<file path="config.mk">
export PLATFORM = sky130hd
export DESIGN_NAME = oms_mode_ctrl
export DESIGN_NICKNAME = d
export VERILOG_FILES = /design/src/shared/oms_pkg.sv /design/src/rtl/oms_seg_cache.sv /design/src/rtl/oms_mode_ctrl.sv
export SDC_FILE = /design/constraint.sdc
export NUM_CORES = 1
export LEC_CHECK = 0
export BUFFER_PORTS_ARGS = -buffer_cell sky130_fd_sc_hd__buf_2
export CORE_ASPECT_RATIO = 1.4
export CORE_MARGIN = 5
export CORE_UTILIZATION = 50
export CTS_CLUSTER_DIAMETER = 100
export CTS_CLUSTER_SIZE = 28
export DETAILED_ROUTE_END_ITERATION = 12
export PLACE_DENSITY_LB_ADDON = 0.25
export SYNTH_ARGS = -nofsm -noshare
export SYNTH_HDL_FRONTEND = slang
export SYNTH_SLANG_ARGS = --single-unit
export TNS_END_PERCENT = 10
</file>
<file path="constraint.sdc">
create_clock -name clk_i -period 5.03 [get_ports clk_i]
set_input_delay 0.7545 -clock clk_i [delete_from_list [all_inputs] [get_ports clk_i]]
set_output_delay 0.7545 -clock clk_i [all_outputs]
set_load 0.005 [all_outputs]
</file>
<file path="src/shared/oms_pkg.sv">
// Purpose: constants and carrier types for the operating mode switch block
// Assumes: 32-bit classic Wishbone register bus, word aligned offsets
// Notes: register offsets are byte addresses
package oms_pkg;
   // bus geometry
   localparam int unsigned ADDR_W = 8;
   localparam int unsigned DATA_W = 32;
   // register byte offsets
   localparam logic [7:0] OFF_MODE = 8'h00;
   localparam logic [7:0] OFF_ROOT = 8'h04;
   localparam logic [7:0] OFF_STATUS = 8'h08;
   localparam logic [7:0] OFF_FAR = 8'h0C;
   localparam logic [7:0] OFF_SEG = 8'h10;
   localparam logic [7:0] OFF_INT = 8'h14;
   localparam logic [7:0] OFF_TBASE = 8'h18;
   // field positions
   localparam int unsigned PROT_EN_BIT = 0;
   localparam int unsigned PAGING_EN_BIT = 31;
   localparam int unsigned INT_EN_BIT = 0;
   localparam int unsigned SEG_IDX_LSB = 28;
   localparam int unsigned SEG_ATTR_LSB = 20;
   localparam int unsigned SEG_USABLE_BIT = 16;
   // values after reset and after a far transfer
   localparam logic [31:0] RST_CS_BASE = 32'hFFFF0000;
   localparam logic [31:0] RST_INSTR_PTR = 32'h0000FFF0;
   localparam logic [31:0] RST_FETCH_ADDR = 32'hFFFFFFF0;
   localparam logic [31:0] RST_ROOT = 32'h00000000;
   localparam logic [15:0] RST_SELECTOR = 16'h0000;
   localparam logic [1:0] ENTRY_PRIV_LEVEL = 2'h0;
   localparam logic [31:0] FAR_INSTR_PTR = 32'h00000000;
   // real-address mode access rights
   localparam logic [7:0] REAL_DATA_ATTR = 8'h93;
   localparam logic [7:0] REAL_CODE_ATTR = 8'h9B;
   // segment cache geometry
   localparam int unsigned SEG_CNT = 6;
   localparam int unsigned SEG_IDX_W = 3;
   localparam logic [2:0] CS_IDX = 3'h1;
   // one cached segment register
   typedef struct packed {
      logic [15:0] selector;
      logic [7:0] attr;
      logic usable;
   } oms_seg_t;
   // status word carrier
   typedef struct packed {
      logic [1:0] priv_level;
      logic int_en;
      logic far_pend;
      logic paging;
      logic prot;
   } oms_status_t;
   // operating mode, gray coded along the switch path
   typedef enum logic [1:0] {
      MODE_REAL = 2'b00,
      MODE_TO_PROT = 2'b01,
      MODE_PROT = 2'b11,
      MODE_TO_REAL = 2'b10
   } oms_mode_t;
endpackage

</file>
<file path="src/rtl/oms_seg_cache.sv">
// Purpose: cached segment registers with selector, attributes, usable flag
// Assumes: one write port, combinational read of flip-flop contents
// Notes: entries keep their contents across mode switches
`timescale 1ns/1ps
`default_nettype none
module oms_seg_cache #(
   parameter int unsigned SEG_CNT = oms_pkg::SEG_CNT
) (
   // clock and reset
   input wire logic clk_i,
   input wire logic rst_i,
   // write port
   input wire logic wr_en_i,
   input wire logic [2:0] wr_idx_i,
   input wire logic [15:0] wr_sel_i,
   input wire logic [7:0] wr_attr_i,
   input wire logic prot_i,
   // read port
   input wire logic [2:0] rd_idx_i,
   output oms_pkg::oms_seg_t rd_o
);
   oms_pkg::oms_seg_t entry_reg [SEG_CNT];
   oms_pkg::oms_seg_t wr_entry;
   wire logic null_sel;
   wire logic rd_valid;

   // null selector in protected mode leaves the register unusable
   assign null_sel = prot_i && (wr_sel_i[15:2] == 14'h0000);
   assign wr_entry = '{selector: wr_sel_i, attr: wr_attr_i,
                       usable: !null_sel};
   assign rd_valid = (32'(rd_idx_i) < SEG_CNT);
   assign rd_o = rd_valid ? entry_reg[rd_idx_i] : '0;

   // one flop group per entry, untouched unless addressed
   for (genvar g = 0; g < SEG_CNT; g++) begin : g_entry
      always_ff @(posedge clk_i) begin
         if (rst_i) begin
            entry_reg[g] <= '{selector: oms_pkg::RST_SELECTOR,
                              attr: oms_pkg::REAL_DATA_ATTR, usable: 1'b1};
         end else if (wr_en_i && (32'(wr_idx_i) == g)) begin
            entry_reg[g] <= wr_entry;
         end
      end
   end

   // an entry holds unless written
   property p_hold;
      @(posedge clk_i) disable iff (rst_i)
      !wr_en_i |=> (rd_o == $past(rd_o)) || (rd_idx_i != $past(rd_idx_i));
   endproperty
   AST_SEG_HOLD: assert property (p_hold)
      else $error("segment entry changed without a write");
   AST_SEG_NULL: assert property (@(posedge clk_i) disable iff (rst_i)
      wr_en_i && null_sel && (rd_idx_i == wr_idx_i) && (32'(wr_idx_i) < SEG_CNT)
      ##1 (rd_idx_i == $past(rd_idx_i)) |-> !rd_o.usable)
      else $error("null selector left the segment usable");
endmodule
`default_nettype wire

</file>
<file path="src/rtl/oms_mode_ctrl.sv">
// Purpose: operating mode control with protection, paging and segment state
// Assumes: classic Wishbone slave, synchronous active high reset, 20 MHz
// Notes: ack comes one cycle after the request, writes land on the ack edge
// Functional notes
// protection flag set enters protected, privilege zero
// protection flag is bit zero of mode
// one write may also set paging flag
// paging flag clear after reset
// software masks interrupts before switching
// software loads global table pointer first
// far transfer after mode write flushes prefetch
// switch code runs from identity mapped page
// segment registers keep contents; far reloads code
// code base retained until far transfer
// software reloads data and stack segments
// software loads task register if needed
// software loads interrupt table pointer next
// software re-enables interrupts, board unblocks nonmaskable
// protection flag clear returns to real mode
// root pointer write flushes translation buffer
// software enters readable 64K limit code
// software loads real-style data descriptors
// unreloaded segments keep attributes; null unusable
// software places interrupt table below 1M
// far jump to real reloads code base, rights
// return sequence code in one identity page
// first fetch after reset at top address
// maskable off after reset, nonmaskable live
// board holds nonmaskable pin until handler
// root pointer holds translation table base
`timescale 1ns/1ps
`default_nettype none
module oms_mode_ctrl (
   // clock and reset
   input wire logic clk_i,
   input wire logic rst_i,
   // wishbone slave
   input wire logic wb_cyc_i,
   input wire logic wb_stb_i,
   input wire logic wb_we_i,
   input wire logic [7:0] wb_adr_i,
   input wire logic [3:0] wb_sel_i,
   input wire logic [31:0] wb_dat_i,
   output logic [31:0] wb_dat_o,
   output logic wb_ack_o,
   // interrupt pins
   input wire logic maskable_interrupt_request_i,
   input wire logic nmi_pin_i,
   output logic maskable_irq_o,
   output logic nmi_req_o,
   // mode state
   output logic protected_o,
   output logic paging_o,
   output logic [1:0] current_privilege_level_o,
   output logic far_pending_o,
   output logic [31:0] cs_base_o,
   output logic [31:0] fetch_addr_o,
   output logic [31:0] translation_root_pointer_o,
   // flush pulses
   output logic queue_flush_o,
   output logic tlb_flush_o
);
   // byte lane merge of a write onto the current word
   function automatic logic [31:0] be_merge(input logic [31:0] old_w,
                                            input logic [31:0] new_w,
                                            input logic [3:0] sel);
      logic [31:0] res;
      res = old_w;
      for (int b = 0; b < 4; b++) begin
         if (sel[b]) begin
            res[8*b +: 8] = new_w[8*b +: 8];
         end
      end
      return res;
   endfunction

   // word address match
   function automatic logic word_hit(input logic [7:0] adr,
                                     input logic [7:0] off);
      return adr[7:2] == off[7:2];
   endfunction

   oms_pkg::oms_mode_t mode_reg, mode_next;
   oms_pkg::oms_status_t status_w;
   oms_pkg::oms_seg_t seg_rd;
   logic ack_reg;
   logic [31:0] rd_dat_reg;
   logic prot_reg, prot_next;
   logic paging_reg, paging_next;
   logic [1:0] priv_reg, priv_next;
   logic int_en_reg;
   logic [31:0] root_reg;
   logic [31:0] tbase_reg;
   logic [31:0] cs_base_reg, cs_base_next;
   logic [31:0] ip_reg, ip_next;
   logic [31:0] fetch_reg;
   logic [15:0] cs_sel_reg;
   logic [2:0] seg_idx_reg;
   logic qflush_reg;
   logic tflush_reg;
   logic [1:0] nmi_sync_reg;
   logic [1:0] mirq_sync_reg;
   wire logic req;
   wire logic wr_fire;
   wire logic [31:0] rd_mux;
   wire logic [31:0] wr_word;
   wire logic mode_wr, root_wr, far_wr, seg_wr, int_wr, tbase_wr;
   wire logic wr_prot, wr_paging;
   wire logic far_legal;
   wire logic [31:0] far_base;
   wire logic [7:0] far_attr;
   wire logic cache_wr;
   wire logic [2:0] cache_idx;
   wire logic [15:0] cache_sel;
   wire logic [7:0] cache_attr;

   // bus handshake: ack one cycle after request, write on the ack edge
   assign req = wb_cyc_i && wb_stb_i && !ack_reg;
   assign wr_fire = wb_cyc_i && wb_stb_i && wb_we_i && ack_reg;
   assign mode_wr = wr_fire && word_hit(wb_adr_i, oms_pkg::OFF_MODE);
   assign root_wr = wr_fire && word_hit(wb_adr_i, oms_pkg::OFF_ROOT);
   assign far_wr = wr_fire && word_hit(wb_adr_i, oms_pkg::OFF_FAR);
   assign seg_wr = wr_fire && word_hit(wb_adr_i, oms_pkg::OFF_SEG);
   assign int_wr = wr_fire && word_hit(wb_adr_i, oms_pkg::OFF_INT);
   assign tbase_wr = wr_fire && word_hit(wb_adr_i, oms_pkg::OFF_TBASE);
   assign wr_word = be_merge(rd_mux, wb_dat_i, wb_sel_i);
   assign wr_prot = wr_word[oms_pkg::PROT_EN_BIT];
   assign wr_paging = wr_word[oms_pkg::PAGING_EN_BIT];

   // status word and read selection, unmapped reads return zero
   assign status_w = '{priv_level: priv_reg, int_en: int_en_reg,
                       far_pend: far_pending_o, paging: paging_reg,
                       prot: prot_reg};
   assign rd_mux =
      word_hit(wb_adr_i, oms_pkg::OFF_MODE) ?
         {paging_reg, 30'h00000000, prot_reg} :
      word_hit(wb_adr_i, oms_pkg::OFF_ROOT) ? root_reg :
      word_hit(wb_adr_i, oms_pkg::OFF_STATUS) ? {26'h0000000, status_w} :
      word_hit(wb_adr_i, oms_pkg::OFF_FAR) ? {16'h0000, cs_sel_reg} :
      word_hit(wb_adr_i, oms_pkg::OFF_SEG) ?
         {1'b0, seg_idx_reg, seg_rd.attr, 3'h0, seg_rd.usable,
          seg_rd.selector} :
      word_hit(wb_adr_i, oms_pkg::OFF_INT) ? {31'h00000000, int_en_reg} :
      word_hit(wb_adr_i, oms_pkg::OFF_TBASE) ? tbase_reg :
      32'h00000000;

   // bus answer registers
   always_ff @(posedge clk_i) begin
      if (rst_i) begin
         ack_reg <= 1'b0;
         rd_dat_reg <= 32'h00000000;
      end else begin
         ack_reg <= req;
         if (req) begin
            rd_dat_reg <= rd_mux;
         end
      end
   end

   // mode sequencer: a switch waits for the far transfer
   always_comb begin
      mode_next = mode_reg;
      unique case (mode_reg)
         oms_pkg::MODE_REAL: begin
            if (mode_wr && wr_prot) begin
               mode_next = oms_pkg::MODE_TO_PROT;
            end
         end
         oms_pkg::MODE_TO_PROT: begin
            if (far_wr) begin
               mode_next = oms_pkg::MODE_PROT;
            end else if (mode_wr && !wr_prot) begin
               mode_next = oms_pkg::MODE_REAL;
            end
         end
         oms_pkg::MODE_PROT: begin
            if (mode_wr && !wr_prot) begin
               mode_next = oms_pkg::MODE_TO_REAL;
            end
         end
         oms_pkg::MODE_TO_REAL: begin
            if (far_wr) begin
               mode_next = oms_pkg::MODE_REAL;
            end else if (mode_wr && wr_prot) begin
               mode_next = oms_pkg::MODE_PROT;
            end
         end
      endcase
   end
   assign far_legal = (mode_reg == oms_pkg::MODE_TO_PROT) ||
                      (mode_reg == oms_pkg::MODE_TO_REAL);
   assign far_pending_o = far_legal;

   // flags and privilege level
   always_comb begin
      prot_next = prot_reg;
      paging_next = paging_reg;
      priv_next = priv_reg;
      if (mode_wr) begin
         prot_next = wr_prot;
         paging_next = wr_paging;
         if (wr_prot && !prot_reg) begin
            priv_next = oms_pkg::ENTRY_PRIV_LEVEL;
         end
      end
      if (far_wr && prot_reg) begin
         priv_next = wr_word[1:0];
      end
      if (!prot_next) begin
         priv_next = oms_pkg::ENTRY_PRIV_LEVEL;
      end
   end

   // far transfer target: real uses paragraph, protected uses staged base
   assign far_base = prot_reg ? tbase_reg
                              : {12'h000, wr_word[15:0], 4'h0};
   assign far_attr = prot_reg ? wr_word[27:20]
                              : oms_pkg::REAL_CODE_ATTR;

   // code base is only changed by a far transfer
   always_comb begin
      cs_base_next = cs_base_reg;
      ip_next = ip_reg;
      if (far_wr) begin
         cs_base_next = far_base;
         ip_next = oms_pkg::FAR_INSTR_PTR;
      end
   end

   // mode, flag and code segment registers
   always_ff @(posedge clk_i) begin
      if (rst_i) begin
         mode_reg <= oms_pkg::MODE_REAL;
         prot_reg <= 1'b0;
         paging_reg <= 1'b0;
         priv_reg <= oms_pkg::ENTRY_PRIV_LEVEL;
         cs_base_reg <= oms_pkg::RST_CS_BASE;
         ip_reg <= oms_pkg::RST_INSTR_PTR;
         fetch_reg <= oms_pkg::RST_FETCH_ADDR;
         cs_sel_reg <= oms_pkg::RST_SELECTOR;
      end else begin
         mode_reg <= mode_next;
         prot_reg <= prot_next;
         paging_reg <= paging_next;
         priv_reg <= priv_next;
         cs_base_reg <= cs_base_next;
         ip_reg <= ip_next;
         fetch_reg <= cs_base_next + ip_next;
         if (far_wr) begin
            cs_sel_reg <= wr_word[15:0];
         end
      end
   end

   // root pointer, staged base, interrupt enable and flush pulses
   always_ff @(posedge clk_i) begin
      if (rst_i) begin
         root_reg <= oms_pkg::RST_ROOT;
         tbase_reg <= 32'h00000000;
         int_en_reg <= 1'b0;
         qflush_reg <= 1'b0;
         tflush_reg <= 1'b0;
         seg_idx_reg <= 3'h0;
      end else begin
         if (root_wr) begin
            root_reg <= wr_word;
         end
         if (tbase_wr) begin
            tbase_reg <= wr_word;
         end
         if (int_wr) begin
            int_en_reg <= wr_word[oms_pkg::INT_EN_BIT];
         end
         if (seg_wr) begin
            seg_idx_reg <= wr_word[30:28];
         end
         qflush_reg <= far_wr && far_legal;
         tflush_reg <= root_wr;
      end
   end

   // segment cache port: the code entry is written only by far transfers
   assign cache_wr = far_wr || (seg_wr && (wr_word[30:28] != oms_pkg::CS_IDX));
   assign cache_idx = far_wr ? oms_pkg::CS_IDX : wr_word[30:28];
   assign cache_sel = wr_word[15:0];
   assign cache_attr = far_wr ? far_attr :
                       prot_reg ? wr_word[27:20] : oms_pkg::REAL_DATA_ATTR;

   oms_seg_cache #(
      .SEG_CNT(oms_pkg::SEG_CNT)
   ) u_seg (
      .clk_i(clk_i),
      .rst_i(rst_i),
      .wr_en_i(cache_wr),
      .wr_idx_i(cache_idx),
      .wr_sel_i(cache_sel),
      .wr_attr_i(cache_attr),
      .prot_i(prot_reg),
      .rd_idx_i(seg_idx_reg),
      .rd_o(seg_rd)
   );

   // pin synchronisers
   always_ff @(posedge clk_i) begin
      if (rst_i) begin
         nmi_sync_reg <= 2'b00;
         mirq_sync_reg <= 2'b00;
      end else begin
         nmi_sync_reg <= {nmi_sync_reg[0], nmi_pin_i};
         mirq_sync_reg <= {mirq_sync_reg[0], maskable_interrupt_request_i};
      end
   end

   // outputs
   assign maskable_irq_o = int_en_reg && mirq_sync_reg[1];
   assign nmi_req_o = nmi_sync_reg[1];
   assign wb_ack_o = ack_reg;
   assign wb_dat_o = rd_dat_reg;
   assign protected_o = prot_reg;
   assign paging_o = paging_reg;
   assign current_privilege_level_o = priv_reg;
   assign cs_base_o = cs_base_reg;
   assign fetch_addr_o = fetch_reg;
   assign translation_root_pointer_o = root_reg;
   assign queue_flush_o = qflush_reg;
   assign tlb_flush_o = tflush_reg;

   // checks
   AST_ENTER_PROT: assert property (@(posedge clk_i) disable iff (rst_i)
      mode_wr && wr_prot && !prot_reg |=>
      protected_o && (current_privilege_level_o == 2'h0))
      else $error("protected entry without privilege zero");
   AST_FLAG_BIT0: assert property (@(posedge clk_i) disable iff (rst_i)
      mode_wr |=> protected_o == $past(wr_word[0]))
      else $error("protection flag not taken from bit zero");
   AST_PAGING_SAME: assert property (@(posedge clk_i) disable iff (rst_i)
      mode_wr && wr_prot && wr_paging |=> protected_o && paging_o)
      else $error("paging not enabled with protection");
   AST_RESET_STATE: assert property (@(posedge clk_i)
      $past(rst_i) |-> !paging_o && !protected_o &&
      (fetch_addr_o == 32'hFFFFFFF0) && !maskable_irq_o)
      else $error("reset state wrong");
   AST_QUEUE_FLUSH: assert property (@(posedge clk_i) disable iff (rst_i)
      far_wr && far_legal |=> queue_flush_o ##1 !queue_flush_o)
      else $error("queue flush pulse missing");
   AST_BASE_KEPT: assert property (@(posedge clk_i) disable iff (rst_i)
      mode_wr && !far_wr |=> $stable(cs_base_o))
      else $error("code base changed by mode write");
   // a clear from protected mode waits for the far jump; an abandoned entry
   // drops straight back to real with nothing pending
   AST_LEAVE_PROT: assert property (@(posedge clk_i)
      disable iff (rst_i) mode_wr && !wr_prot |=> !protected_o &&
      far_pending_o == (($past(mode_reg) == oms_pkg::MODE_PROT) ||
                        ($past(mode_reg) == oms_pkg::MODE_TO_REAL)))
      else $error("return to real mode wrong");
   AST_TLB_FLUSH: assert property (@(posedge clk_i) disable iff (rst_i)
      root_wr |=> tlb_flush_o && (translation_root_pointer_o == $past(wr_word))
      ##1 !tlb_flush_o || $past(root_wr))
      else $error("translation flush or root load wrong");
   AST_REAL_CS: assert property (@(posedge clk_i) disable iff (rst_i)
      far_wr && !prot_reg |=>
      cs_base_o == {12'h000, $past(wr_word[15:0]), 4'h0})
      else $error("real mode code base not reloaded");
   AST_NMI_LIVE: assert property (@(posedge clk_i) disable iff (rst_i)
      $past(nmi_pin_i, 2) && !$past(rst_i, 2) && !$past(rst_i) |->
      nmi_req_o)
      else $error("nonmaskable request blocked");
   COV_ENTER: cover property (@(posedge clk_i) disable iff (rst_i)
      mode_reg == oms_pkg::MODE_TO_PROT ##1 mode_reg == oms_pkg::MODE_PROT);
   COV_RETURN: cover property (@(posedge clk_i) disable iff (rst_i)
      mode_reg == oms_pkg::MODE_TO_REAL ##1 mode_reg == oms_pkg::MODE_REAL);
   COV_PAGING: cover property (@(posedge clk_i) disable iff (rst_i)
      mode_wr && wr_prot && wr_paging);
   COV_TLB: cover property (@(posedge clk_i) disable iff (rst_i) tlb_flush_o);
endmodule
`default_nettype wire

</file>
==> run summary, run 1 <==
The count of nets left with antenna violations after detail routing is 0. The path with the worst hold slack has its endpoint at mirq_sync_reg[0]. The clock skew after layout is around 0.032 ns.

Counting tap cells, the placed design contains a total of 2388 instances. Sorting the synthesized cells by area gives the leading types as sky130_fd_sc_hd__dfxtp_1 26%, sky130_fd_sc_hd__edfxtp_1 26%, sky130_fd_sc_hd__nor2_1 5.8%. The relative contribution of the clock network to total power is approximately a third.

Combinational logic is responsible for under 10% of the overall power. The portion of total power attributed to sequential cells came out at 61.9%. The kind of capture point of the worst setup path is a flip-flop.

The number of iterations in the first detailed-routing pass came out at 5. The worst IR drop on VDD came out at approximately 0.25 mV. The mean instance size in the synthesized netlist is ~10 um^2.

The number of flip-flops in the largest register is 150. The post-synthesis cell count came out at about 1800. The number of failing setup endpoints in the final timing report is 0. The data required time at the worst endpoint came out at between 5 and 6 ns. The depth of the worst register-to-register path is 17. The register-to-register setup slack is roughly 0.56 ns.

The buffer type at the clock tree root is sky130_fd_sc_hd__clkbuf_16. Among all flip-flop cells after synthesis, the most frequent one is sky130_fd_sc_hd__dfxtp_1. The total via count after detailed routing came out at around 14000. The final RePlAce weighted congestion came out at 0.922. The cell-internal power came out at 3990 uW. The routed via count divided by cell count came out at a little under 6. The type of the worst min-delay path is primary input to flip-flop. The half-perimeter wire length after placement is between 30 and 40 mm. Power spread over the standard cell area amounts to ~260 mW/mm^2. Entering global routing, the biggest net connects 96 pins. The critical path is of the primary input to flip-flop type. The remaining global-route overflow came out at 0. The total negative setup slack is 0 ns. Synthesis inferred 378 register bits. Of the cells placed in the final design, the portion with a size suffix greater than 1 is a little over a fifth. The cell count of the worst hold path is 2.

The die is between 200 and 250 um tall. The die covers roughly 0.039 mm^2. Hold timing on the final database bottoms out at a slack of ~0.42 ns. In this run, post-CTS hold repair placed 0 buffers.

The synthesized design spends more area on one cell type than any other, namely sky130_fd_sc_hd__dfxtp_1. The mapped netlist covers around 0.017 mm^2. The flow ran to the end, and the final reports show no timing, DRC or antenna violations. The worst-path maximum fanout is 14.

The final setup slack of the worst path came out at around 0.53 ns. Compared with the post-synthesis result, the final layout area differs by 13.8%. The worst setup path is launched from a primary input. The count of nets after finishing came out at roughly 2000. After detailed routing, the average wire length per cell comes to around 23 um. The initialized floorplan defines 81 standard-cell rows. The maximum level of the CTS H-tree came out at 1. The number of instances resized during post-cts repair came out at 0. When the netlist entered floorplanning its net count stood at approximately 1800. The most common cell in the synthesized netlist is sky130_fd_sc_hd__nor2_1. The wire length of the first global-routing pass came out at approximately 82 mm.

The routed wire length came out at approximately 55 mm. The leakage power figure came out at 0.00791 uW. Counting flops with a built-in enable in the synthesized netlist gives 150.

The worst max-slew margin expressed relative to the limit came out at between 10% and 20%. The clock drives about 380 sinks. For this run, the number of standard cells in the final layout without fillers is approximately 2400. The effective utilization at floorplan came out at 50.2%. The setup slack after placement came out at roughly 0.017 ns.

In this run the post-CTS setup repair buffer count came out at 0. The number of clock buffers inserted by TritonCTS came out at 17. The number of hold violations in the final report came out at 0. The number of inserted diodes is 0.

The count of pins on the block boundary came out at around 190. Static timing analysis puts the maximum clock frequency at between 200 and 250 MHz. Setup repair after global routing left no endpoint under its margin. Sequential cells were found to cover between 50 and 60% of the synthesized design area. The power spent charging and discharging nets came out at 1230 uW. The total routing usage reported by global routing came out at approximately 28%. After floorplanning, the core was sized to cover 0.0348 mm^2. The clock passes through at most 3 buffers.

The number of fill cells is a little over 3000. TritonCTS built the clock tree. In this run the biggest area consumer among cell types represents between 20% and 30% of the synthesized area. The yosys synthesis warning count is 0.

The endpoint arrival time on the critical path is approximately 4.9 ns. The via count of the first global-routing pass is between 10000 and 15000. The number of max-slew violations in the final report came out at 0. The worst flop-to-flop path endpoint is fetch_addr_o[22]. The remaining design rule violation count came out at 0.

Max-cap violations in this run came to 0. The DRC marker count from the first detailed-route iteration came out at 1546. For the finished layout, the period the worst path requires is around 4.5 ns. The final critical-path share of the clock period came out at 89.5%. After synthesis, the most frequently instantiated cells are 268 x sky130_fd_sc_hd__nor2_1, 228 x sky130_fd_sc_hd__dfxtp_1, 194 x sky130_fd_sc_hd__nand2_1, 150 x sky130_fd_sc_hd__edfxtp_1, 111 x sky130_fd_sc_hd__a21oi_1. The beginning of the worst hold path is maskable_interrupt_request_i. The initial antenna violation count came out at 0. The number of buffer cells added on primary ports is between 150 and 200.

The fraction of power spent switching nets is a little under a quarter. After clock tree synthesis, the clock-pin slew on the worst setup and hold paths is 0.11 ns. The netlist uses between 80 and 90 different library cells.

Counting flops with an async set or reset pin after synthesis yields a share of 0%. After layout, the design draws a total of roughly 5200 uW. The later pin in the worst-skew pair is clocked with a latency of roughly 0.55 ns.

The transition time at the pin with the least slew margin is about 1.3 ns. The horizontal extent of the die came out at about 170 um.
==> per-layer routing <==
layer | vias up | GRT usage (%) | part of all wire (%)
met3 | 132 | 3.29 | 7.8
met1 | 6841 | 36.2 | 39
li1 | 6621 | - | -
met2 | 713 | 46.6 | 49
met5 | - | 0 | 0
met4 | 0 | 10.7 | 4.6
==> through the flow <==
step	cell area [um^2]	utilization, %
after detailed placement	19400	55.7
after global placement	19400	55.7
after CTS	19800	57.1
after global routing	19800	57.1
final	19800	57.1
after floorplan	17400	-
==> critical path, cell delays in order <==
cell                        delay, ns
sky130_fd_sc_hd__buf_2           0.13
sky130_fd_sc_hd__or4_1           0.58
sky130_fd_sc_hd__buf_12          0.19
sky130_fd_sc_hd__a2111oi_2       0.36
sky130_fd_sc_hd__nor3b_1         0.10
sky130_fd_sc_hd__a222oi_1        0.47
sky130_fd_sc_hd__nand2_1         0.13
sky130_fd_sc_hd__a22o_1          0.24
sky130_fd_sc_hd__ha_1            0.36
sky130_fd_sc_hd__o211ai_1        0.11
sky130_fd_sc_hd__a21oi_1         0.10
sky130_fd_sc_hd__o211ai_1        0.35
sky130_fd_sc_hd__a21oi_1         0.25
sky130_fd_sc_hd__or2_2           0.37
sky130_fd_sc_hd__a311oi_1        0.28
sky130_fd_sc_hd__o21ai_0         0.11
==> kinds of logic after synthesis <==
kind of cell	count (synthesis)	share of synthesized area [%]
adder cells (fa/ha/maj)	36	2.63
AND/OR/NAND/NOR	727	19.4
multiplexers	89	7.11
XOR/XNOR	15	0.753
AO/OA/AOI/OAI	368	14.6
buffers and inverters	142	3.43
flip-flops	378	52.0
==> cells in the final DEF, fill, tap and decap left out, types with 18 or more instances in the layout <==
cell                       instances
sky130_fd_sc_hd__a21oi_1         111
sky130_fd_sc_hd__mux4_2           25
sky130_fd_sc_hd__nand2b_1         33
sky130_fd_sc_hd__a211oi_1         26
sky130_fd_sc_hd__buf_2           185
sky130_fd_sc_hd__ha_1             35
sky130_fd_sc_hd__nor3_1           36
sky130_fd_sc_hd__nand2_1         193
sky130_fd_sc_hd__mux2i_1          35
sky130_fd_sc_hd__nor2_1          267
sky130_fd_sc_hd__dfxtp_1         226
sky130_fd_sc_hd__a221oi_1         19
sky130_fd_sc_hd__and3_1           36
sky130_fd_sc_hd__inv_1            20
sky130_fd_sc_hd__buf_4           107
sky130_fd_sc_hd__mux2_2           29
sky130_fd_sc_hd__and2_1           55
sky130_fd_sc_hd__nand3_1          33
sky130_fd_sc_hd__a21o_1           36
sky130_fd_sc_hd__o21a_1           18
sky130_fd_sc_hd__edfxtp_1        150
sky130_fd_sc_hd__o21ai_0          62
==> power by group through the flow <==
| stage | clock network (uW) | registers, uW | logic [uW] |
|---|---|---|---|
| finish | 1640 | 3230 | 345 |
| CTS | 1670 | 3230 | 342 |
| global placement | 0 | 3300 | 337 |
| detailed placement | 0 | 3300 | 341 |
| floorplan | 0 | 3300 | 176 |
| global route | 1790 | 3240 | 365 |
==> cell type report <==
cell class              count  area, um^2  share of cell area [%]
clock buffers              28         467                    2.35
clock inverters             2        25.0                   0.126
inverters                  22        82.6                   0.416
multi-input cells        1235        7800                    39.3
flip-flops and latches    378        9070                    45.7
well taps                 456         571                    2.88
repair buffers            297        1830                    9.22
==> how the worst max path moves through the flow <==
| stage | start | depth (start not counted) | to | slack (ns) |
|---|---|---|---|---|
| after floorplan | wb_adr_i[2] | 16 | fetch_addr_o[21] | 0.59 |
| final | wb_adr_i[4] | 16 | fetch_addr_o[22] | 0.53 |
| after detailed placement | wb_adr_i[4] | 17 | fetch_addr_o[25] | 0.02 |
| after global placement | wb_adr_i[4] | 16 | fetch_addr_o[26] | 0.08 |
| after global routing | flip-flop | 19 | fetch_addr_o[25] | 0.29 |
| after CTS | wb_adr_i[4] | 17 | fetch_addr_o[25] | 0.60 |
Note: power is estimated with default switching activity, not from simulation.
==> inputs of run 2 (changes only) <==
Settings changed: CELL_PAD_IN_SITES_DETAIL_PLACEMENT set to 1, CELL_PAD_IN_SITES_GLOBAL_PLACEMENT set to 1, CORE_UTILIZATION 50 to 46.
==> run summary, run 2 (same netlist as run 1, synthesis figures left out) <==
The total routing usage reported by global routing came out at 28.1% (was 27.5%). Unrepaired setup endpoints after global routing: false (unchanged). The count of nets left with antenna violations after detail routing is 0 (unchanged).

The number of buffer cells added on primary ports is 186 (unchanged). The endpoint arrival time on the critical path is 5.15 ns (was 4.90 ns). The CTS clock-pin slew for the worst setup and hold paths is 0.11 ns (about the same). The effective utilization at floorplan is 46.5% (was 50.2%).

The maximum number of pins on one net before global-route repair came out at 84 (was 96). The number of instances resized during post-cts repair was 0 (unchanged). The buffer type at the clock tree root is sky130_fd_sc_hd__clkbuf_16 (unchanged). The TritonCTS clock tree was done (unchanged). The maximum root-to-sink buffer count was 3 (unchanged).

The clock skew after layout is 0.0551 ns (was 0.0320 ns). The horizontal extent of the die is 175 um (was 168 um). The power density relative to cell area came out at 265 mW/mm^2 (was 263 mW/mm^2). Result of the run: finished clean (unchanged). The highest attainable clock frequency came out at 211 MHz (was 222 MHz).

The worst max-slew margin expressed relative to the limit came out at 18.7% (was 16.2%). The transition time at the pin with the least slew margin came to 1.22 ns (was 1.26 ns). The number of iterations in the first detailed-routing pass came out at 5 (unchanged). The number of hold violations in the final report came out at 0 (unchanged).

Top library cells by usage in the layout, fill and taps aside: 267 x sky130_fd_sc_hd__nor2_1, 226 x sky130_fd_sc_hd__dfxtp_1, 193 x sky130_fd_sc_hd__nand2_1, 185 x sky130_fd_sc_hd__buf_2, 150 x sky130_fd_sc_hd__edfxtp_1 (unchanged). The fraction of final layout cells sized beyond drive strength 1 came out at 21.3% (was 21.5%). The initial antenna violation count came to 0 (unchanged). The type of the worst min-delay path is primary input to flip-flop (unchanged). The kind of critical path was flip-flop to flip-flop (was primary input to flip-flop). The floorplan die area came out at 0.0420 mm^2 (was 0.0388 mm^2). The half-perimeter wire length after placement is 43.9 mm (was 39.4 mm).

The routed wire length is 60.7 mm (was 54.9 mm). The count of pins on the block boundary was 189 (unchanged). The worst-path maximum fanout came out at 16 (was 14).

The average wire length per cell after detail routing came out at 25.0 um (was 22.7 um). The setup slack after placement came out at 0.0228 ns (was 0.0165 ns). The routed via count divided by cell count was 6.02 (was 5.92). The DRC marker count from the first detailed-route iteration is 1148 (was 1546). The overall power of the completed layout is 5260 uW (was 5220 uW). The wire length of the first global-routing pass is 90.8 mm (was 82.5 mm). The maximum level of the CTS H-tree is 1 (unchanged). The number of flip-flops in the largest register came out at 150 (unchanged). The clock latency on the worst-skew pair was 0.56 ns (was 0.55 ns). The post-layout minimum cycle time came to 4.75 ns (was 4.50 ns). The count of max-cap constraint violations is 0 (unchanged). The number of failing setup endpoints in the final timing report came out at 0 (unchanged). The utilization after layout came out at 52.9% (was 57.1%).

The number of fill cells is 4261 (was 3092). The worst IR drop on VDD came out at 0.254 mV (was 0.249 mV). The post-CTS setup-driven buffer insertion count was 0 (unchanged). The number of cell rows is 84 (was 81). The via count of the first global-routing pass came out at 15203 (was 13692). The final RePlAce weighted congestion came out at 0.921 (was 0.922).

The total via count after detailed routing came out at 14626 (was 14307). The final setup slack of the worst path came out at 0.283 ns (was 0.526 ns). The number of buffers inserted by hold repair at cts came out at 0 (unchanged). The remaining design rule violation count is 0 (unchanged). The number of clock buffers inserted by TritonCTS came out at 17 (unchanged). The leakage power figure came out at 0.00787 uW (was 0.00791 uW).

The beginning of the worst hold path is nmi_pin_i (was maskable_interrupt_request_i). The number of max-slew violations in the final report is 0 (unchanged). The type of element launching the critical path is a flip-flop (was primary input). The kind of capture point of the worst setup path was a flip-flop (unchanged). The remaining global-route overflow came out at 0 (unchanged). The most common cell after layout, fill and taps aside is sky130_fd_sc_hd__nor2_1 (unchanged). The final critical-path share of the clock period came to 94.4% (was 89.5%). The die height is 240 um (was 231 um). The standard cell core area came out at 0.0375 mm^2 (was 0.0348 mm^2).

The data required time at the worst endpoint is 5.44 ns (was 5.42 ns). The TritonCTS sink count came out at 378 (unchanged). The synthesis-to-finish area growth is 13.7% (was 13.8%). The total negative setup slack is 0 ns (unchanged). The count of nets after finishing was 2033 (was 2038).
==> run 2: cell count changes in the layout (fill, tap and decap cells not counted) <==
cell / change
sky130_fd_sc_hd__buf_12: +1
sky130_fd_sc_hd__diode_2: +1
sky130_fd_sc_hd__buf_4: -6
sky130_fd_sc_hd__clkbuf_1: -1
==> run 2: worst paths after layout <==
path / end / cells past startpoint / slack, ns
setup / recovery: fetch_addr_o[25] / 16 / 0.28
hold / removal: nmi_sync_reg[0] / 2 / 0.43
setup reg to reg: fetch_addr_o[25] / 16 / 0.28
hold reg to reg: mirq_sync_reg[1] / 1 / 0.45
==> run 2: stage by stage <==
| step | cell area [um^2] | std cells | hold WS [ns] |
|---|---|---|---|
| final | 19800 | 2430 | 0.434 |
| after global routing | 19800 | 2429 | 0.421 |
| after CTS | 19800 | 2429 | 0.414 |
| after detailed placement | 19300 | 2400 | 0.432 |
| after global placement | 19300 | 2400 | 0.417 |
| after floorplan | 17400 | 1755 | 0.414 |
==> run 2: power by group <==
part	total, uW	internal (uW)	switching (uW)
combinational	350	110	240
clock	1670	659	1010
sequential	3240	3220	17.4
total	5260	3990	1270
==> run 2: critical path: stages (launching register included) <==
cell and delay (ns):
sky130_fd_sc_hd__dfxtp_2 0.43, sky130_fd_sc_hd__buf_4 0.35, sky130_fd_sc_hd__mux2_2 0.40, sky130_fd_sc_hd__mux2_2 0.28, sky130_fd_sc_hd__a222oi_1 0.45, sky130_fd_sc_hd__o31a_1 0.20
sky130_fd_sc_hd__o21ai_0 0.15, sky130_fd_sc_hd__mux2_2 0.34, sky130_fd_sc_hd__ha_1 0.36, sky130_fd_sc_hd__nand2_1 0.09, sky130_fd_sc_hd__nor4_1 0.29, sky130_fd_sc_hd__a211oi_1 0.13
sky130_fd_sc_hd__buf_4 0.17, sky130_fd_sc_hd__o21a_1 0.23, sky130_fd_sc_hd__nor4b_1 0.46, sky130_fd_sc_hd__o21a_1 0.17, sky130_fd_sc_hd__o21ai_0 0.08
==> run 2: layer usage <==
layer	part of all wire [%]	GRT usage, %	up-vias
met5	0	0	-
met4	4.3	11.1	0
met3	5.6	3.27	118
met2	50	50.5	534
met1	40	34.5	7366
li1	-	-	6608
==> run 2: final cells by class <==
cell class,instances,area [um^2],share of cell area (%)
Antenna cell,1,2.50,0.0126
Sequential cell,378,9070,45.7
Clock buffer,27,463,2.33
Inverter,22,82.6,0.416
Multi-Input combinational cell,1235,7800,39.3
Clock inverter,2,25.0,0.126
Timing Repair Buffer,292,1800,9.09
Tap cell,473,592,2.98
==> inputs of run 3 (changes only) <==
Settings changed: MAX_ROUTING_LAYER set to met4.
==> run summary, run 3 (same netlist as run 1, synthesis figures left out) <==
The fraction of power spent switching nets came out at 23.9% (was 24.1%). The synthesis-to-finish area growth is 14.1% (was 13.7%). The clock latency on the worst-skew pair is 0.55 ns (was 0.56 ns). The number of buffers inserted by hold repair at cts was 0 (unchanged). The routed wire length is 61.2 mm (was 60.7 mm). The portion of total power attributed to sequential cells came out at 61.7% (was 61.6%).

The data required time at the worst endpoint came out at 5.43 ns (was 5.44 ns). The final critical-path share of the clock period came out at 93.9% (was 94.4%). The half-perimeter wire length after placement is 44.2 mm (was 43.9 mm). The number of flip-flops in the largest register came out at 150 (unchanged). The beginning of the worst hold path is nmi_pin_i (unchanged). The number of fill cells came out at 4235 (was 4261). The type of the worst min-delay path was primary input to flip-flop (unchanged). The number of failing setup endpoints in the final timing report came out at 0 (unchanged). The DRC marker count from the first detailed-route iteration is 1254 (was 1148). Result of the run: finished clean (unchanged).

The die height is 240 um (unchanged). The final instance count without filler cells came out at 2441 (was 2430). The total via count after detailed routing is 14633 (was 14626). The maximum level of the CTS H-tree is 1 (unchanged). The number of iterations in the first detailed-routing pass is 5 (unchanged). The fraction of final layout cells sized beyond drive strength 1 came out at 21.7% (was 21.3%). The floorplan die area is 0.0420 mm^2 (unchanged). The smallest hold slack is 0.437 ns (was 0.434 ns).

The number of max-slew violations in the final report came to 0 (unchanged). The number of inserted diodes is 0 (was 1). The worst flop-to-flop path endpoint is fetch_addr_o[21] (was fetch_addr_o[25]). The initial antenna violation count is 0 (unchanged).

The register-to-register setup slack came out at 0.31 ns (was 0.28 ns). The worst max-slew margin expressed relative to the limit is 17.1% (was 18.7%). The endpoint arrival time on the critical path is 5.12 ns (was 5.15 ns).

The cell-internal power was 3990 uW (about the same). The multi-input gate area in the final layout was 0.00780 mm^2 (unchanged). The post-CTS setup-driven buffer insertion count came out at 0 (unchanged).

Unrepaired setup endpoints after global routing: false (unchanged). The post-route cell area came out at 0.0199 mm^2 (was 0.0198 mm^2). The number of instances resized during post-cts repair is 0 (unchanged). The number of buffer cells added on primary ports came to 186 (unchanged). The number of hold violations in the final report came to 0 (unchanged). The via count of the first global-routing pass was 15406 (was 15203). The maximum root-to-sink buffer count came out at 3 (unchanged). The capturing instance or port of the critical path was fetch_addr_o[21] (was fetch_addr_o[25]). The buffer type at the clock tree root is sky130_fd_sc_hd__clkbuf_16 (unchanged). The remaining global-route overflow is 0 (unchanged). The leakage power figure is 0.00793 uW (was 0.00787 uW).

The count of pins on the block boundary was 189 (unchanged). The count of nets after finishing came out at 2044 (was 2033). The worst-path maximum fanout came out at 9 (was 16). The horizontal extent of the die is 175 um (unchanged). The standard cell core area came out at 0.0375 mm^2 (unchanged).

The kind of capture point of the worst setup path is a flip-flop (unchanged). The transition time at the pin with the least slew margin is 1.24 ns (was 1.22 ns). The kind of critical path is flip-flop to flip-flop (unchanged). The maximum number of pins on one net before global-route repair came out at 82 (was 84).

The remaining design rule violation count came out at 0 (unchanged). The TritonCTS clock tree is done (unchanged). The type of element launching the critical path is a flip-flop (unchanged). The most common cell after layout, fill and taps aside was sky130_fd_sc_hd__nor2_1 (unchanged). The count of max-cap constraint violations came out at 0 (unchanged). The routed via count divided by cell count is 5.99 (was 6.02). The CTS clock-pin slew for the worst setup and hold paths came out at 0.12 ns (was 0.11 ns).

The power spent charging and discharging nets came out at 1250 uW (was 1270 uW). The total instance count after detailed placement came out at 2411 (was 2400). The depth of the worst register-to-register path came to 17 (was 16). The wire length of the first global-routing pass came to 91.9 mm (was 90.8 mm). The number of clock buffers inserted by TritonCTS is 17 (unchanged). The power density relative to cell area came out at 263 mW/mm^2 (was 265 mW/mm^2). The area occupied by registers came out at 0.00907 mm^2 (unchanged). The average wire length per cell after detail routing came out at 25.1 um (was 25.0 um). The total routing usage reported by global routing was 29.3% (was 28.1%).

The TritonCTS sink count is 378 (unchanged). The instance area at placement came to 0.0194 mm^2 (was 0.0193 mm^2). The relative contribution of the clock network to total power is 31.5% (was 31.8%). The combinational power share is 6.7% (about the same). The worst IR drop on VDD is 0.242 mV (was 0.254 mV). The highest attainable clock frequency is 212 MHz (was 211 MHz).

The number of cell rows is 84 (unchanged). The post-layout minimum cycle time came out at 4.72 ns (was 4.75 ns). The final RePlAce weighted congestion came out at 0.909 (was 0.921). The clock skew after layout is 0.0443 ns (was 0.0551 ns). The utilization after layout came to 53.1% (was 52.9%). The effective utilization at floorplan is 46.5% (unchanged).

The overall power of the completed layout is 5240 uW (was 5260 uW). The count of nets left with antenna violations after detail routing was 0 (unchanged). Top library cells by usage in the layout, fill and taps aside: 267 x sky130_fd_sc_hd__nor2_1, 226 x sky130_fd_sc_hd__dfxtp_1, 193 x sky130_fd_sc_hd__nand2_1, 185 x sky130_fd_sc_hd__buf_2, 150 x sky130_fd_sc_hd__edfxtp_1 (unchanged).
## run 3: worst max-delay path: stages (launching register included)
cell and delay (ns):
sky130_fd_sc_hd__dfxtp_2 0.63, sky130_fd_sc_hd__buf_4 0.23, sky130_fd_sc_hd__mux4_2 0.49, sky130_fd_sc_hd__mux2i_1 0.20, sky130_fd_sc_hd__o2111ai_1 0.20, sky130_fd_sc_hd__mux2i_1 0.36
sky130_fd_sc_hd__o21ai_0 0.21, sky130_fd_sc_hd__o21a_1 0.17, sky130_fd_sc_hd__ha_1 0.37, sky130_fd_sc_hd__nor3_1 0.29, sky130_fd_sc_hd__nor4_1 0.09, sky130_fd_sc_hd__a211oi_1 0.32
sky130_fd_sc_hd__buf_4 0.20, sky130_fd_sc_hd__o21ai_0 0.08, sky130_fd_sc_hd__buf_4 0.17, sky130_fd_sc_hd__a311oi_1 0.32, sky130_fd_sc_hd__or3_1 0.16, sky130_fd_sc_hd__nand3_1 0.07
## run 3: final cells by class
cell class | count | area share (%)
clock buffers | 28 | 2.34
clock inverters | 2 | 0.126
inverters | 22 | 0.415
multi-input cells | 1235 | 39.2
flip-flops and latches | 378 | 45.6
well taps | 473 | 2.97
repair buffers | 303 | 9.41
## run 3: metrics by stage
stage | worst slack, ns | setup TNS [ns]
2_1_floorplan | 0.587 | 0
3_3_place_gp | 0.0205 | 0
3_5_place_dp | -0.0804 | -0.269
4_1_cts | 0.305 | 0
5_1_grt | 0.0598 | 0
6_report | 0.306 | 0
## run 3: power by group through the flow
stage	Clock, uW	Combinational (uW)	Sequential, uW
CTS	1690	350	3240
floorplan	0	176	3300
finish	1650	352	3240
global placement	0	339	3300
global route	1800	370	3240
detailed placement	0	347	3310
## run 3: metal layers
layer  routed length, um  GRT usage [%]  up-vias
met4                2860           11.6        0
met5                   0              -        -
met3                3340           3.13      121
met2               30600           51.2      539
met1               24300           34.9     7341
li1                    -              -     6632
## run 3: worst min-delay path by stage
stage                                  end  slack, ns  cells past startpoint
after detailed placement  mirq_sync_reg[1]       0.43                      1
after floorplan           mirq_sync_reg[1]       0.41                      1
final                      nmi_sync_reg[0]       0.44                      2
after global placement     nmi_sync_reg[1]       0.42                      1
after CTS                  nmi_sync_reg[0]       0.41                      2
after global routing       nmi_sync_reg[0]       0.45                      2
